`src/adc_trig_defines.svh`:
```
// Offsets, field positions, reset values and counts of the conversion trigger control.
// Assumes a byte-addressed 32-bit register port with one aligned word per register.
`ifndef ADC_TRIG_DEFINES_SVH
`define ADC_TRIG_DEFINES_SVH
`define ADDR_CTRL0     8'h00
`define ADDR_CTRL1     8'h04
`define ADDR_STATUS    8'h08
`define ADDR_RESULT    8'h0C
`define ADDR_IFG       8'h10
`define ADDR_IE        8'h14
`define ADDR_DMA       8'h18
`define EN_POS         0
`define PWR_POS        1
`define SC_POS         2
`define SHP_POS        3
`define SHT_LSB        4
`define MODE_LSB       0
`define TSEL_LSB       2
`define CSEL_LSB       5
`define DIV_LSB        7
`define VSEL_LSB       10
`define SLEN_LSB       14
`define DMA_EN_POS     0
`define DMA_LVL_POS    1
`define IFG_CONV       0
`define IFG_SEQ        1
`define IFG_OVF        2
`define IFG_RST        3'h0
`define IE_RST         3'h0
`define RESULT_RST     12'h000
`define CONV_TICKS     5'h0E
`define MIN_EXT_SAMPLE 4'h6
`define CSEL_OSC       2'h0
`define CSEL_SUBSYS    2'h3
`define TSEL_SW        3'h0
`define TSEL_FIRST_B   3'h3
`endif

```
`src/adc_trig_pkg.sv`:
```
// Types of the conversion trigger control.
// Assumes adc_trig_defines.svh holds the register numbers; the state and mode codes are set here.
package adc_trig_pkg;
  typedef enum logic [3:0] {
    ST_IDLE   = 4'h1,
    ST_SAMPLE = 4'h2,
    ST_CONV   = 4'h4,
    ST_HALT   = 4'h8
  } conv_state_t;
  typedef enum logic [1:0] {
    MODE_SINGLE     = 2'h0,
    MODE_SEQ        = 2'h1,
    MODE_REP_SINGLE = 2'h2,
    MODE_REP_SEQ    = 2'h3
  } seq_mode_t;
endpackage

```
`src/adc_trig_ctrl.sv`:
```
// Conversion enable, trigger, sequencing, busy and DMA request logic of a 12-bit converter.
// Assumes timer trigger pins are asynchronous; all other inputs share clk.
`timescale 1ns/1ps
`include "adc_trig_defines.svh"
module adc_trig_ctrl (
  input  wire logic        clk,
  input  wire logic        rst_n,
  input  wire logic [7:0]  addr,
  input  wire logic [31:0] wdata,
  input  wire logic        wr_stb,
  input  wire logic        rd_stb,
  output logic      [31:0] rdata,
  input  wire logic [4:0]  timer_trig,
  input  wire logic        deep_sleep_three_four,
  input  wire logic        reference_power_bit,
  input  wire logic        subsystem_clock_gate_bit,
  input  wire logic [11:0] sample_data,
  input  wire logic        dma_ack,
  output logic             dma_req,
  output logic      [11:0] dma_data,
  output logic             conversion_busy_flag,
  output logic             irq
);
  typedef struct packed {
    adc_trig_pkg::conv_state_t st;
    logic                      en;
    logic                      pwr;
    logic                      sc;
    logic                      shp;
    logic [3:0]                sht;
    adc_trig_pkg::seq_mode_t   mode;
    logic [2:0]                tsel;
    logic [1:0]                csel;
    logic [2:0]                div;
    logic [3:0]                vsel;
    logic [3:0]                slen;
    logic [2:0]                ifg;
    logic [2:0]                ie;
    logic                      dma_en;
    logic                      dma_lvl;
    logic                      dma_req;
    logic                      dma_stuck;
    logic                      cpu_read;
    logic                      armed;
    logic                      hung;
    logic                      ext_used;
    logic [2:0]                divc;
    logic [4:0]                cnt;
    logic [3:0]                chan;
    logic [11:0]               result;
    logic [31:0]               rdata;
    logic [4:0]                trig_s1;
    logic [4:0]                trig_s2;
    logic [4:0]                trig_d;
  } ctrl_state_t;

  ctrl_state_t q;
  ctrl_state_t nxt;

  // Buffered reference codes are the odd ones except 11.
  function automatic logic ref_buffered(input logic [3:0] code);
    ref_buffered = code[0] && (code != 4'hB);
  endfunction

  function automatic logic multi_channel(input adc_trig_pkg::seq_mode_t m);
    multi_channel = (m == adc_trig_pkg::MODE_SEQ) || (m == adc_trig_pkg::MODE_REP_SEQ);
  endfunction

  logic       tick;
  logic       lp_block;
  logic       ext_start;
  logic       sw_start;
  logic       start;
  logic       active;
  logic       conv_end;
  logic       seq_end;
  logic       suspect;
  logic [2:0] tidx;
  logic [3:0] sample_ticks;
  logic [31:0] rd_val;

  assign tick         = q.pwr && (q.divc == q.div);
  assign tidx         = q.tsel - 3'h1;
  // Low-power oscillator case passes only the first two timer inputs.
  assign lp_block     = (q.csel == `CSEL_OSC) && !reference_power_bit && deep_sleep_three_four
                        && (q.tsel >= `TSEL_FIRST_B);
  assign ext_start    = (q.tsel != `TSEL_SW) && (q.tsel <= 3'h5) && !lp_block && q.armed
                        && q.en && q.pwr && q.trig_s2[tidx] && !q.trig_d[tidx];
  assign sw_start     = (q.tsel == `TSEL_SW) && q.sc && q.en && q.pwr;
  assign start        = ext_start || sw_start;
  assign active       = (q.st == adc_trig_pkg::ST_SAMPLE) || (q.st == adc_trig_pkg::ST_CONV);
  assign conv_end     = (q.st == adc_trig_pkg::ST_CONV) && tick && (q.cnt == 5'h01);
  assign seq_end      = !multi_channel(q.mode) || (q.chan == q.slen);
  assign sample_ticks = (q.sht == 4'h0) ? 4'h1 : q.sht;
  // Extended sampling on an unbuffered reference below six cycles is flagged as unreliable.
  assign suspect      = !q.shp && !ref_buffered(q.vsel) && (sample_ticks < `MIN_EXT_SAMPLE);

  always_comb
  begin
    rd_val = 32'h0000_0000;
    case (addr)
      `ADDR_CTRL0:  rd_val = {24'h0, q.sht, q.shp, q.sc, q.pwr, q.en};
      `ADDR_CTRL1:  rd_val = {14'h0, q.slen, q.vsel, q.div, q.csel, q.tsel, q.mode};
      `ADDR_STATUS: rd_val = {27'h0, q.dma_stuck, suspect, q.hung,
                              (q.st == adc_trig_pkg::ST_HALT), conversion_busy_flag};
      `ADDR_RESULT: rd_val = {20'h0, q.result};
      `ADDR_IFG:    rd_val = {29'h0, q.ifg};
      `ADDR_IE:     rd_val = {29'h0, q.ie};
      `ADDR_DMA:    rd_val = {30'h0, q.dma_lvl, q.dma_en};
      default:      rd_val = 32'h0000_0000;
    endcase
  end

  always_comb
  begin
    nxt         = q;
    nxt.trig_s1 = timer_trig;
    nxt.trig_s2 = q.trig_s1;
    nxt.trig_d  = q.trig_s2;
    nxt.rdata   = rd_stb ? rd_val : 32'h0000_0000;
    nxt.divc    = (!q.pwr || tick) ? 3'h0 : q.divc + 3'h1;
    if (rd_stb && (addr == `ADDR_RESULT))
      nxt.cpu_read = 1'b1;
    // A level-triggered transfer clears the stuck edge logic; a new stuck condition wins.
    if (dma_ack && q.dma_lvl)
      nxt.dma_stuck = 1'b0;
    if (wr_stb)
    begin
      case (addr)
        `ADDR_CTRL0:
        begin
          nxt.en  = wdata[`EN_POS];
          nxt.pwr = wdata[`PWR_POS];
          nxt.sc  = wdata[`SC_POS];
          nxt.shp = wdata[`SHP_POS];
          nxt.sht = wdata[`SHT_LSB +: 4];
          if (!q.en && wdata[`EN_POS])
            nxt.armed = 1'b1;
          // Enable and start together after an external trigger lock the converter busy.
          if (!q.en && wdata[`EN_POS] && wdata[`SC_POS] && q.ext_used)
            nxt.st = adc_trig_pkg::ST_HALT;
          // Power toggled during a sequence or repeat conversion halts it.
          if (active && (wdata[`PWR_POS] != q.pwr) && (q.mode != adc_trig_pkg::MODE_SINGLE))
            nxt.st = adc_trig_pkg::ST_HALT;
        end
        `ADDR_CTRL1:
        begin
          nxt.mode = adc_trig_pkg::seq_mode_t'(wdata[`MODE_LSB +: 2]);
          nxt.tsel = wdata[`TSEL_LSB +: 3];
          nxt.csel = wdata[`CSEL_LSB +: 2];
          nxt.div  = wdata[`DIV_LSB +: 3];
          nxt.vsel = wdata[`VSEL_LSB +: 4];
          nxt.slen = wdata[`SLEN_LSB +: 4];
          // Leaving a gated subsystem clock with divide by 3, 5 or 7 hangs for good.
          if ((q.csel == `CSEL_SUBSYS) && (wdata[`CSEL_LSB +: 2] != `CSEL_SUBSYS)
              && subsystem_clock_gate_bit && !q.div[0] && (q.div != 3'h0))
          begin
            nxt.hung = 1'b1;
            nxt.st   = adc_trig_pkg::ST_HALT;
          end
        end
        `ADDR_IE:
          nxt.ie = wdata[2:0];
        `ADDR_DMA:
        begin
          nxt.dma_en  = wdata[`DMA_EN_POS];
          nxt.dma_lvl = wdata[`DMA_LVL_POS];
          // Edge mode chosen after a CPU read of the result loses its trigger.
          if (wdata[`DMA_EN_POS] && !wdata[`DMA_LVL_POS] && q.cpu_read)
          begin
            nxt.dma_stuck = 1'b1;
            nxt.cpu_read  = 1'b0;
          end
        end
        default:
          nxt.en = nxt.en;
      endcase
    end
    nxt.dma_req = q.dma_lvl ? (q.dma_req && !dma_ack) : 1'b0;
    nxt.ifg = (wr_stb && (addr == `ADDR_IFG)) ? (q.ifg & ~wdata[2:0]) : q.ifg;
    case (q.st)
      adc_trig_pkg::ST_IDLE:
        if (start)
        begin
          nxt.st       = adc_trig_pkg::ST_SAMPLE;
          nxt.cnt      = {1'b0, sample_ticks};
          nxt.chan     = 4'h0;
          nxt.ext_used = ext_start;
          if (sw_start)
            nxt.sc = 1'b0;
        end
      adc_trig_pkg::ST_SAMPLE, adc_trig_pkg::ST_CONV:
      begin
        if (tick)
          nxt.cnt = q.cnt - 5'h01;
        if (tick && (q.cnt == 5'h01) && (q.st == adc_trig_pkg::ST_SAMPLE))
        begin
          nxt.st  = adc_trig_pkg::ST_CONV;
          nxt.cnt = `CONV_TICKS;
        end
        if (conv_end)
        begin
          nxt.result         = sample_data;
          nxt.ifg[`IFG_CONV] = 1'b1;
          // Every conversion with DMA enabled requests it, also inside a sequence, unless edge mode is stuck.
          if (q.dma_en && (q.dma_lvl || !q.dma_stuck))
            nxt.dma_req = 1'b1;
          if (seq_end)
          begin
            nxt.ifg[`IFG_SEQ] = 1'b1;
            nxt.st            = adc_trig_pkg::ST_IDLE;
            if ((q.mode == adc_trig_pkg::MODE_SINGLE) || (q.mode == adc_trig_pkg::MODE_SEQ))
              nxt.armed = 1'b0;
          end
          else
          begin
            nxt.chan = q.chan + 4'h1;
            nxt.st   = adc_trig_pkg::ST_SAMPLE;
            nxt.cnt  = {1'b0, sample_ticks};
          end
        end
        if (start && (q.mode != adc_trig_pkg::MODE_SINGLE))
          nxt.st = adc_trig_pkg::ST_HALT;
        else if (start)
          nxt.ifg[`IFG_OVF] = 1'b1;
      end
      adc_trig_pkg::ST_HALT:
        if (!q.en && !q.pwr && !q.hung)
        begin
          nxt.st = adc_trig_pkg::ST_IDLE;
          nxt.sc = 1'b0;
        end
      default:
        nxt.st = adc_trig_pkg::ST_IDLE;
    endcase
  end

  always_ff @(posedge clk)
  begin
    if (!rst_n)
    begin
      q        <= '0;
      q.st     <= adc_trig_pkg::ST_IDLE;
      q.mode   <= adc_trig_pkg::MODE_SINGLE;
      q.ifg    <= `IFG_RST;
      q.ie     <= `IE_RST;
      q.result <= `RESULT_RST;
    end
    else
      q <= nxt;
  end

  assign rdata                = q.rdata;
  assign dma_req              = q.dma_req;
  assign dma_data             = q.result;
  assign conversion_busy_flag = (q.st != adc_trig_pkg::ST_IDLE);
  assign irq                  = |(q.ifg & q.ie);
endmodule

```
`config.mk`:
```
export PLATFORM = sky130hd
export DESIGN_NAME = adc_trig_ctrl
export DESIGN_NICKNAME = d
export VERILOG_FILES = /design/src/adc_trig_pkg.sv /design/src/adc_trig_ctrl.sv
export VERILOG_INCLUDE_DIRS = /design/src
export SDC_FILE = /design/constraint.sdc
export NUM_CORES = 1
export LEC_CHECK = 0
export ABC_CLOCK_PERIOD_IN_PS = 2200
export BUFFER_PORTS_ARGS = -buffer_cell sky130_fd_sc_hd__buf_2
export CAP_MARGIN = 20
export CELL_PAD_IN_SITES_DETAIL_PLACEMENT = 1
export CELL_PAD_IN_SITES_GLOBAL_PLACEMENT = 2
export CORE_MARGIN = 5
export CORE_UTILIZATION = 28
export CTS_CLUSTER_DIAMETER = 50
export DETAILED_ROUTE_END_ITERATION = 16
export GPL_ROUTABILITY_DRIVEN = 0
export PLACE_DENSITY_LB_ADDON = 0.1
export SYNTH_ARGS = -nofsm -noshare
export SYNTH_HDL_FRONTEND = slang
export SYNTH_SLANG_ARGS = --single-unit
export TNS_END_PERCENT = 20
```
`constraint.sdc`:
```
create_clock -name clk -period 2.2 [get_ports clk]
set_input_delay 0.22 -clock clk [delete_from_list [all_inputs] [get_ports clk]]
set_output_delay 0.22 -clock clk [all_outputs]
set_load 0.005 [all_outputs]
```
* Yosys cells after proc, flatten, opt, wreduce, memory -nomap -nowiden *
Cells that the tools add are included.

operators by class
  add/sub/neg operators = 4
  magnitude comparators = 4
  equality and inequality tests = 23
  mux-type cells = 54
  bitwise operators = 4
  reduce and logical (&&, ||, !) cells = 82

operators with widths
  kind                                            count
  one-hot mux 18 bit (7 select lines)             1
  logical AND 1 bit                               40
  two-way mux 4 bit                               10
  two-way mux 30 bit                              1
  == test 8 x 5 -> 1 bit (second input constant)  3
  two-way mux 1 bit                               23
  two-way mux 21 bit                              1
  two-way mux 18 bit                              1
  two-way mux 9 bit                               2
  one-hot mux 9 bit (2 select lines)              1
  == test 8 x 4 -> 1 bit (second input constant)  2
  AND reduction 2 bit                             8
  zero test 1 bit                                 13
  one-hot mux 4 bit (3 select lines)              1
  two-way mux 5 bit                               2
  == test 8 x 3 -> 1 bit (second input constant)  1
  zero test 8 bit                                 1
  two-way mux 2 bit                               4
  inequality test 2 bit (second input constant)   4
  one-hot mux 4 bit (2 select lines)              1
  logical OR 1 bit                                7
  two-way mux 7 bit                               1
  AND 3 bit                                       2
  binary-select mux 1 bit (select 3 bit)          2
  33 further kinds                                39

storage, ports and cells
  register bits = 115
  bits of input ports = 65
  output and inout bits = 47
  logic and storage cells = 201

* Depth between registers and ports, before layout *
Gate-level depths: netlist (run 1).

  depth after elaboration = 15
  gate-level depth with buffers = 9
  mapped depth without buffers = 8

* Worst setup path after synthesis (run 1) *
No wires, ideal clock.

  kind = register -> register
  from = reg q[98] (netlist bit)
  to = reg q[114] (netlist bit)
  data arrival time = 2259 ps
  setup slack = -144 ps
  stages on the path, launching flop included = 10
  clock period less this slack = 2344 ps
  cells stage by stage = dfxtp_1 -> clkbuf_1 -> inv_1 -> ha_1 -> nor4b_1 -> nor3b_1 -> a211oi_2 -> nor2_1 -> or3_1 -> o31ai_2

between the ends
  longest elaborated chain between the ends = 13
  elaborated cells on any way between the ends = 27
  those cells by class = add/sub (1); order compare (2); mux (7); reduce/logical (17)

RTL lines
  what                                                               line                  RTL
  start, declared                                                    adc_trig_ctrl.sv:57   ctrl_state_t q;
  start signal, assigned                                             adc_trig_ctrl.sv:250  q <= nxt;
  branches (longest 9 deep; another with subtractor 3 x 1 -> 3 bit)  n/a
  logical OR 1 bit *                                                 adc_trig_ctrl.sv:90   assign start = ext_start || sw_start;
  logical AND 1 bit                                                  adc_trig_ctrl.sv:222  if (start && (q.mode != adc_trig_pkg::MODE_SINGLE))
  two-way mux 4 bit                                                  adc_trig_ctrl.sv:222
  one-hot mux 4 bit (3 select lines) *                               adc_trig_ctrl.sv:181  case (q.st)

Every way passes the cells marked *. The select of a mux whose other input is x is not followed.
A chain may end at the register's enable or synchronous reset.

* Final worst setup path (run 1) *
  from = reg q[96] (netlist bit)
  to = reg q[63] (netlist bit)

between the ends
  longest elaborated chain between the ends = 14

RTL lines
  what                             line                 RTL
  zero test 2 bit (no line)        n/a
  logical AND 1 bit (3 in a row)   adc_trig_ctrl.sv:85  assign lp_block = (q.csel == `CSEL_OSC) && !reference_power_bit && deep_sleep_three_four
  zero test 1 bit                  adc_trig_ctrl.sv:87  assign ext_start = (q.tsel != `TSEL_SW) && (q.tsel <= 3'h5) && !lp_block && q.armed
  logical AND 1 bit (6 in a row)   adc_trig_ctrl.sv:87
  logical OR 1 bit                 adc_trig_ctrl.sv:90
  inequality test 2 bit (no line)  n/a
  AND reduction 2 bit (no line)    n/a

Every way passes these cells.

==> results of run 1 <==
==> cell type report <==
class | count | area share (%)
Multi-Input combinational cell | 401 | 42.0
Tap cell | 225 | 4.79
Inverter | 10 | 0.638
Clock inverter | 4 | 0.553
Clock buffer | 10 | 4.06
Sequential cell | 101 | 34.4
Timing Repair Buffer | 132 | 13.5
==> logic make-up after synthesis <==
| family | after synthesis | synth area share, % |
|---|---|---|
| AND/OR/NAND/NOR | 240 | 26.0 |
| AO/OA/AOI/OAI | 119 | 16.0 |
| flip-flops | 101 | 41.6 |
| buffers and inverters | 80 | 9.92 |
| XOR/XNOR | 12 | 2.16 |
| adder cells (fa/ha/maj) | 8 | 2.06 |
| multiplexers | 8 | 2.22 |
| other | 1 | 0.0772 |
==> how the worst max path moves through the flow <==
stage | start | endpoint | slack [ns] | cells past startpoint
2_1_floorplan | q[98]$_SDFFE_PN0P_ | q[60]$_SDFFE_PN0P_ | 0.003 | 9
6_report | q[96]$_SDFFE_PN0P_ | q[63]$_SDFFE_PN0P_ | 0.07 | 8
5_1_grt | q[96]$_SDFFE_PN0P_ | q[65]$_SDFFE_PN0P_ | -0.009 | 7
4_1_cts | q[96]$_SDFFE_PN0P_ | q[65]$_SDFFE_PN0P_ | 0.05 | 7
3_5_place_dp | q[99]$_SDFFE_PN0P_ | q[62]$_SDFFE_PN0P_ | -0.1 | 9
3_3_place_gp | q[98]$_SDFFE_PN0P_ | q[65]$_SDFFE_PN0P_ | -0.04 | 9
==> synth_stat cells, drive strengths merged (4+ instances only) <==
cell	n	area share (%)
dfxtp	101	42
nand2	98	7.7
a21oi	56	5.9
buf	49	7.5
nor2	37	2.9
and2	23	3.0
clkbuf	21	1.6
nand3	21	2.2
nor3	12	1.6
o21ai	12	1.3
a22oi	11	1.7
inv	10	0.77
ha	8	2.1
xor2	8	1.4
a31oi	7	0.90
nand4b	5	0.90
nor3b	5	1.0
a211oi	4	0.72
and3	4	0.52
and4b	4	0.82
mux2i	4	0.82
nand2b	4	0.52
nand3b	4	0.62
o211ai	4	0.72
xnor2	4	0.72
==> through the flow <==
step | cell area [um^2] | power, uW | setup slack [ns]
after floorplan | 4920 | 1970 | 0.00322
after global placement | 5550 | 2050 | -0.0429
after detailed placement | 5550 | 2050 | -0.0987
after CTS | 5860 | 3600 | 0.0541
after global routing | 5880 | 3710 | -0.00902
final | 5880 | 3540 | 0.0699
==> worst max-delay path: cells and delay by family, from the launching register on <==
kind / cells / cell delay [ns]
simple gates: 2 / 0.66
compound gates: 4 / 0.74
flops: 1 / 0.32
buf+inv: 2 / 0.34
==> report_power, final <==
group | switching (uW) | leakage, uW | internal (uW)
Combinational | 99.8 | 0.00134 | 61.1
Sequential | 4.12 | 0.000816 | 1840
Clock | 740 | 0.000127 | 795
==> placed cells by master (no fill, tap or decap), types with 4 or more instances in the layout <==
cell	count
dfxtp_1	101
nand2_1	96
buf_2	83
a21oi_1	54
buf_4	48
nor2_1	36
and2_1	23
nand3_1	21
conb_1	14
o21ai_0	11
a22oi_1	11
inv_1	9
nor3_1	9
clkbuf_16	9
xor2_1	8
a31oi_1	7
ha_1	7
nand4b_1	5
xnor2_1	4
and4b_1	4
nand2b_1	4
and3_1	4
nand3b_1	4
==> routing by layer <==
metal,track usage (%),up-vias,routed length [um]
li1,-,2099,-
met1,21.6,2059,7640
met2,25.3,76,7180
met3,3.91,12,633
met4,3.18,0,159
met5,0,-,0
==> what timing repair did <==
action                     4_1_cts  5_1_grt
setup endpoints to repair       12        9
pin swaps                        1        1
gates resized for setup          6        3
==> sequential cells by signal, indices dropped and copies added (netlist names) <==
name / cells
nxt: 10
dma_data: 12
q: 60
rdata: 18
dma_req: 1
==> flow_summary.toml, run 1 <==
[synth]
async_flop_share_pct = 0
synthDistinctLibCells = 73
ys_seq_elements = 101
netlist_area_um2 = 4850
synth_flop_cell = "dfxtp_1"
synth_edf_count = 0
ys_seq_area_share_pct = 41.6
syn_area_per_cell_um2 = 8.53
postSynthCellCount = 569
synth_warnings = 0

[routing]
viasPerCell = 4.81
drc = 0
antenna_left = 0
dr.first_iter.drc_count = 196
dr_total_vias = 4246
wirelength_um = 15600
dr.pass1.iters = 5
wl_per_cell_um = 17.7

[placement]
dp.final_hpwl_um = 11900
port_buffers = 83
dp.cells = 869

[setup_path]
crit_path_max_incr_delay_ns = 0.58
cp-end-kind = "register"
crit_type = "register to register"
cp_cell_sequence = "or4b_1 > o22ai_1 > a211oi_2 > buf_4 > o21ai_4 > buf_4 > nand3b_1 > a31oi_1"
cp.required_ns = 2.47
rr_startpoint = "q[96]$_SDFFE_PN0P_"
cp_slowest_cell = "or4b_1"
cp.arrival_ns = 2.40
cp-start-kind = "register"
r2r_slack_ns = 0.07
cp_max_fo = 8
r2r-end = "q[63]$_SDFFE_PN0P_"
worstRegToRegCells = 8
crit_top_cell = "buf_4"

[timing]
rsz0062_at_grt = "yes"
slew_headroom_pct = 63.3
post-route-period-util_pct = 96.8
slew_violations = 0
finalClockSkew_ns = 0.00754
fmax_ghz = 0.469
tns_ns = 0
fin_hold_ws_ns = 0.0664
setup_viol = 0
worstMarginPinSlew_ns = 0.548
layout_min_cycle_time_ns = 2.13
hold_violations = 0

[floorplanning]
die_y_um = 142
core_um2 = 17200
rows = 48
start_util_pct = 28.3
io_pins = 112
die_x_um = 142
die-area_um2 = 20100

[outcome]
status = "complete, no violations"

[cts]
holdBufCountCts = 0
cts_setup_buffers = 0
clockBufferDepth = 2
clock_sinks = 101
cts_tree = "yes"
clk_latency_ns = 0.35
clk_pin_slew_ns = 0.07
cts_buffers = 9
h-tree-depth = 3
clock-root-buffer = "clkbuf_16"

[final_layout]
finalNonFillerCells = 883
n_antenna_cell = 0
regArea_um2 = 2020
nNetsFinal = 728
multi_input_area_um2 = 2470
drive_gt1_share_pct = 26.6
syn_to_final_growth_pct = 21.1
final_util_pct = 34.2
fill_cells = 2121

[hold_path]
min_from = "timer_trig[0]"
whs_path_depth = 2
hold_class = "input pin to register"
holdPathEnd = "nxt[5]$_SDFF_PN0_"

[run]
max_cap_violations = 0

[grt]
antenna_found_initial = 0
overflow = 0
grt_usage_pct = 15.8
grt_max_degree = 38
first_global_vias = 4360
grt_pass1_wl_um = 24700

[power_and_ir_drop]
p_leak_uw = 0.00228
power_density_nw_per_um2 = 602
vdd_ir_drop_max_uv = 470
Note: power is estimated with default switching activity, not from simulation.
==> run 2, diff against run 1 <==
Settings changed: ABC_CLOCK_PERIOD_IN_PS 2200 to 2220, CORE_UTILIZATION 28 to 32, SKIP_CTS_REPAIR_TIMING set to 1.
Clock period 2.2 ns to 2.22 ns, I/O delays scaled along.
==> flow_summary.toml, run 2 (synthesis gave the netlist of run 1 again) <==
[setup_path]
crit_path_max_incr_delay_ns = 0.40
crit_top_cell = "buf_4"
cp_slowest_cell = "or3_1"
cp_max_fo = 10
cp.required_ns = 2.50
crit_type = "register to register"
worst-path-buf-inv = 3
rr_startpoint = "q[98]$_SDFFE_PN0P_"
cp-end-kind = "register"
r2r-end = "q[114]$_SDFF_PN0_"
cp-start-kind = "register"
cp_cell_sequence = "buf_4 > or2_0 > a311o_1 > a211oi_2 > buf_4 > buf_4 > nor2_4 > or3_1 > o31ai_2"
cp.arrival_ns = 2.43
cp_top_family = "simple AND/OR/NAND/NOR gates"
r2r_slack_ns = 0.07
worstRegToRegCells = 9

[hold_path]
hold_class = "input pin to register"
min_from = "timer_trig[4]"
holdPathEnd = "nxt[9]$_SDFF_PN0_"
whs_path_depth = 2

[routing]
dr.first_iter.drc_count = 214
wl_per_cell_um = 18.2
dr_total_vias = 4264
antenna_left = 0
drc = 0
wirelength_um = 15300
viasPerCell = 5.06
dr.pass1.iters = 6

[grt]
antenna_found_initial = 0
grt_use_met2_pct = 28.8
grtUsageMet3_pct = 3.40
grt-busiest-layer = "met2"
first_global_vias = 4415
overflow = 0
grt_pass1_wl_um = 24400
grt_max_degree = 40
grt_use_met1_pct = 23.2
grt_usage_pct = 17.4

[power_and_ir_drop]
power_frac_seq_pct = 49.0
swShare_pct = 22.6
power_density_nw_per_um2 = 634
pwr-share-comb_pct = 4.3
switchingPower_uw = 842
vdd_ir_drop_max_uv = 385
p_int_uw = 2880
clockPowerShare_pct = 46.6
p_leak_uw = 0.00230

[timing]
post-route-period-util_pct = 97.0
finalClockSkew_ns = 0.00891
slew_headroom_pct = 66.5
tns_ns = 0
slew_violations = 0
worstMarginPinSlew_ns = 0.503
hold_violations = 0
layout_setup_ws_ns = 0.0674
setup_viol = 0
layout_min_cycle_time_ns = 2.15
fin_hold_ws_ns = 0.0733
fmax_ghz = 0.465
rsz0062_at_grt = "yes"

[run]
max_cap_violations = 0

[final_layout]
largest_reg_flops = 60
final_common_cell = "dfxtp_1"
fin_area_um2 = 5870
nNetsFinal = 722
final_util_pct = 39.1
top_register = "q"
final_cell_mix = "dfxtp_1 (99), nand2_1 (96), buf_2 (83), a21oi_1 (53), buf_4 (41)"
n_antenna_cell = 0
drive_gt1_share_pct = 27.1
syn_to_final_growth_pct = 21.0
fill_cells = 1780

[placement]
dp.final_hpwl_um = 11500
placed_area_um2 = 5440
port_buffers = 83
place_ws_ns = -0.0448

[cts]
clockBufferDepth = 2
h-tree-depth = 3
clk_latency_ns = 0.36
cts_tree = "yes"
cts_buffers = 9
clock_sinks = 101
clock-root-buffer = "clkbuf_16"
clk_pin_slew_ns = 0.07

[floorplanning]
die_x_um = 133
die-area_um2 = 17700
io_pins = 112
rows = 45
start_util_pct = 32.3
core_um2 = 15000
die_y_um = 133

[outcome]
status = "complete, no violations"
-- run 2: area by class of cell --
cell class / count / area, um^2 / area share [%]
Multi-Input combinational cell: 401 / 2500 / 42.5
Sequential cell: 101 / 2020 / 34.5
Timing Repair Buffer: 126 / 754 / 12.8
Tap cell: 188 / 235 / 4.01
Clock buffer: 10 / 229 / 3.90
Clock inverter: 6 / 93.8 / 1.60
Inverter: 10 / 37.5 / 0.639
-- run 2: power groups by stage --
| stage | Clock (uW) | Combinational (uW) | Sequential [uW] |
|---|---|---|---|
| after floorplan | 0 | 86.7 | 1870 |
| after global placement | 0 | 156 | 1870 |
| after detailed placement | 0 | 159 | 1870 |
| after CTS | 1800 | 160 | 1830 |
| after global routing | 1860 | 178 | 1830 |
| final | 1740 | 162 | 1830 |
-- run 2: worst max path at each step --
stage	start	to	slack (ns)	depth (start not counted)
floorplan	q[98]$_SDFFE_PN0P_	q[60]$_SDFFE_PN0P_	0.007	9
global placement	q[98]$_SDFFE_PN0P_	q[112]$_SDFF_PN0_	-0.02	11
detailed placement	q[98]$_SDFFE_PN0P_	q[65]$_SDFFE_PN0P_	-0.04	9
CTS	q[98]$_SDFFE_PN0P_	q[65]$_SDFFE_PN0P_	-0.08	9
global route	q[98]$_SDFFE_PN0P_	q[114]$_SDFF_PN0_	-0.02	9
finish	q[98]$_SDFFE_PN0P_	q[114]$_SDFF_PN0_	0.07	9
-- run 2: routing by layer --
metal	wire length, um	part of all wire [%]	vias up
li1	-	-	2092
met5	0	0	-
met3	705	4.6	9
met4	146	0.95	0
met1	7240	47	2071
met2	7240	47	92
-- run 2: per-stage QoR --
stage	std cells	power [uW]
5_1_grt	842	3860
2_1_floorplan	582	1950
3_3_place_gp	825	2020
6_report	842	3720
4_1_cts	841	3790
3_5_place_dp	825	2030
-- run 2: worst register-to-register path: cells and delay by family, from the launching register on --
kind,cells,cell delay (ns)
flip-flops,1,0.32
AO/OA/AOI/OAI,3,0.62
AND/OR/NAND/NOR,3,0.67
buffers and inverters,3,0.48
==> run 3, diff against run 2 <==
Settings changed: HOLD_SLACK_MARGIN set to 0.1.
==> flow_summary.toml, run 3 (synthesis gave the netlist of run 1 again) <==
[timing]
hold_violations = 0
slew_headroom_pct = 66.5
post-route-period-util_pct = 96.9
fmax_ghz = 0.465
setup_viol = 0
fin_hold_ws_ns = 0.104
rsz0062_at_grt = "yes"
worstMarginPinSlew_ns = 0.503
tns_ns = 0
layout_min_cycle_time_ns = 2.15
finalClockSkew_ns = 0.00892
slew_violations = 0

[final_layout]
top_register = "q"
largest_reg_flops = 60
final_cell_mix = "dfxtp_1 (99), nand2_1 (96), buf_2 (83), a21oi_1 (53), buf_4 (41)"
n_antenna_cell = 0
nNetsFinal = 727
syn_to_final_growth_pct = 22.0
drive_gt1_share_pct = 26.9
final_common_cell = "dfxtp_1"
final_util_pct = 39.4

[routing]
viasPerCell = 5.06
dr.first_iter.drc_count = 207
drc = 0
wirelength_um = 15400
antenna_left = 0
dr.pass1.iters = 4
wl_per_cell_um = 18.1
dr_total_vias = 4286

[grt]
grt_pass1_wl_um = 24400
overflow = 0
grt_max_degree = 40
first_global_vias = 4415
antenna_found_initial = 0
grt_usage_pct = 17.4

[cts]
cts_buffers = 9
h-tree-depth = 3
clk_latency_ns = 0.36
clock-root-buffer = "clkbuf_16"
clk_pin_slew_ns = 0.07
clockBufferDepth = 2
cts_tree = "yes"
clock_sinks = 101

[power_and_ir_drop]
p_leak_uw = 0.00232
vdd_ir_drop_max_uv = 389
power_density_nw_per_um2 = 630

[run]
max_cap_violations = 0

[setup_path]
cp.required_ns = 2.50
cp_max_fo = 10
cp-end-kind = "register"
crit_type = "register to register"
cp-start-kind = "register"
cp.arrival_ns = 2.43

[hold_path]
hold_class = "input pin to register"

[floorplanning]
die-area_um2 = 17700
start_util_pct = 32.3
die_x_um = 133
die_y_um = 133
rows = 45
core_um2 = 15000
io_pins = 112

[placement]
dp.final_hpwl_um = 11500
port_buffers = 83

[outcome]
status = "complete, no violations"
-- run 3: changes by cell type in the layout (fill, tap and decap cells not counted), sizes merged --
cell and change:
dlygate4sd3 +5
-- run 3: path summary, 6_finish.rpt --
path,startpoint,endpoint,slack [ns],depth (start not counted)
worst max-delay path,q[98]$_SDFFE_PN0P_,q[114]$_SDFF_PN0_,0.07,9
worst min-delay path,sample_data[7],dma_data[7]$_SDFFE_PN0P_,0.10,3
worst max register to register,q[98]$_SDFFE_PN0P_,q[114]$_SDFF_PN0_,0.07,9
worst min register to register,nxt[5]$_SDFF_PN0_,nxt[0]$_SDFF_PN0_,0.44,1
-- run 3: stage by stage --
stage	setup WS (ns)	std cells	cell area, um^2	total power, uW
final	0.0681	847	5920	3730
after global routing	-0.0197	847	5920	3870
after CTS	-0.0752	841	5760	3790
after detailed placement	-0.0448	825	5440	2030
after global placement	-0.0214	825	5440	2020
after floorplan	0.00701	582	4910	1950
-- run 3: final cells by class --
class                      instances  area, um^2
timing repair buffer             131         805
tap                              188         235
clock inverter                     6        93.8
multi-input combinational        401        2500
clock buffer                      10         229
inverter                          10        37.5
sequential                       101        2020
fill                            1776        9110
-- run 3: critical path, cell delays in order (launching register included) --
cell and delay, ns:
dfxtp_2 0.32, buf_4 0.18, or2_0 0.22, a311o_1 0.37, a211oi_2 0.18, buf_4 0.18, buf_4 0.12, nor2_4 0.04
or3_1 0.39, o31ai_2 0.07
-- run 3: power by group --
group	switching, uW	internal [uW]	total [uW]
sequential	4.52	1820	1830
clock	740	999	1740
combinational	101	67.4	168
total	845	2890	3730
-- run 3: layer usage --
metal  up-vias  wire length (um)  GRT usage (%)
li1       2097                 -              -
met1      2083              7150           23.2
met2        94              7320           28.8
met3        12               734           3.40
met4         0               155           4.91
met5         -                 0              0
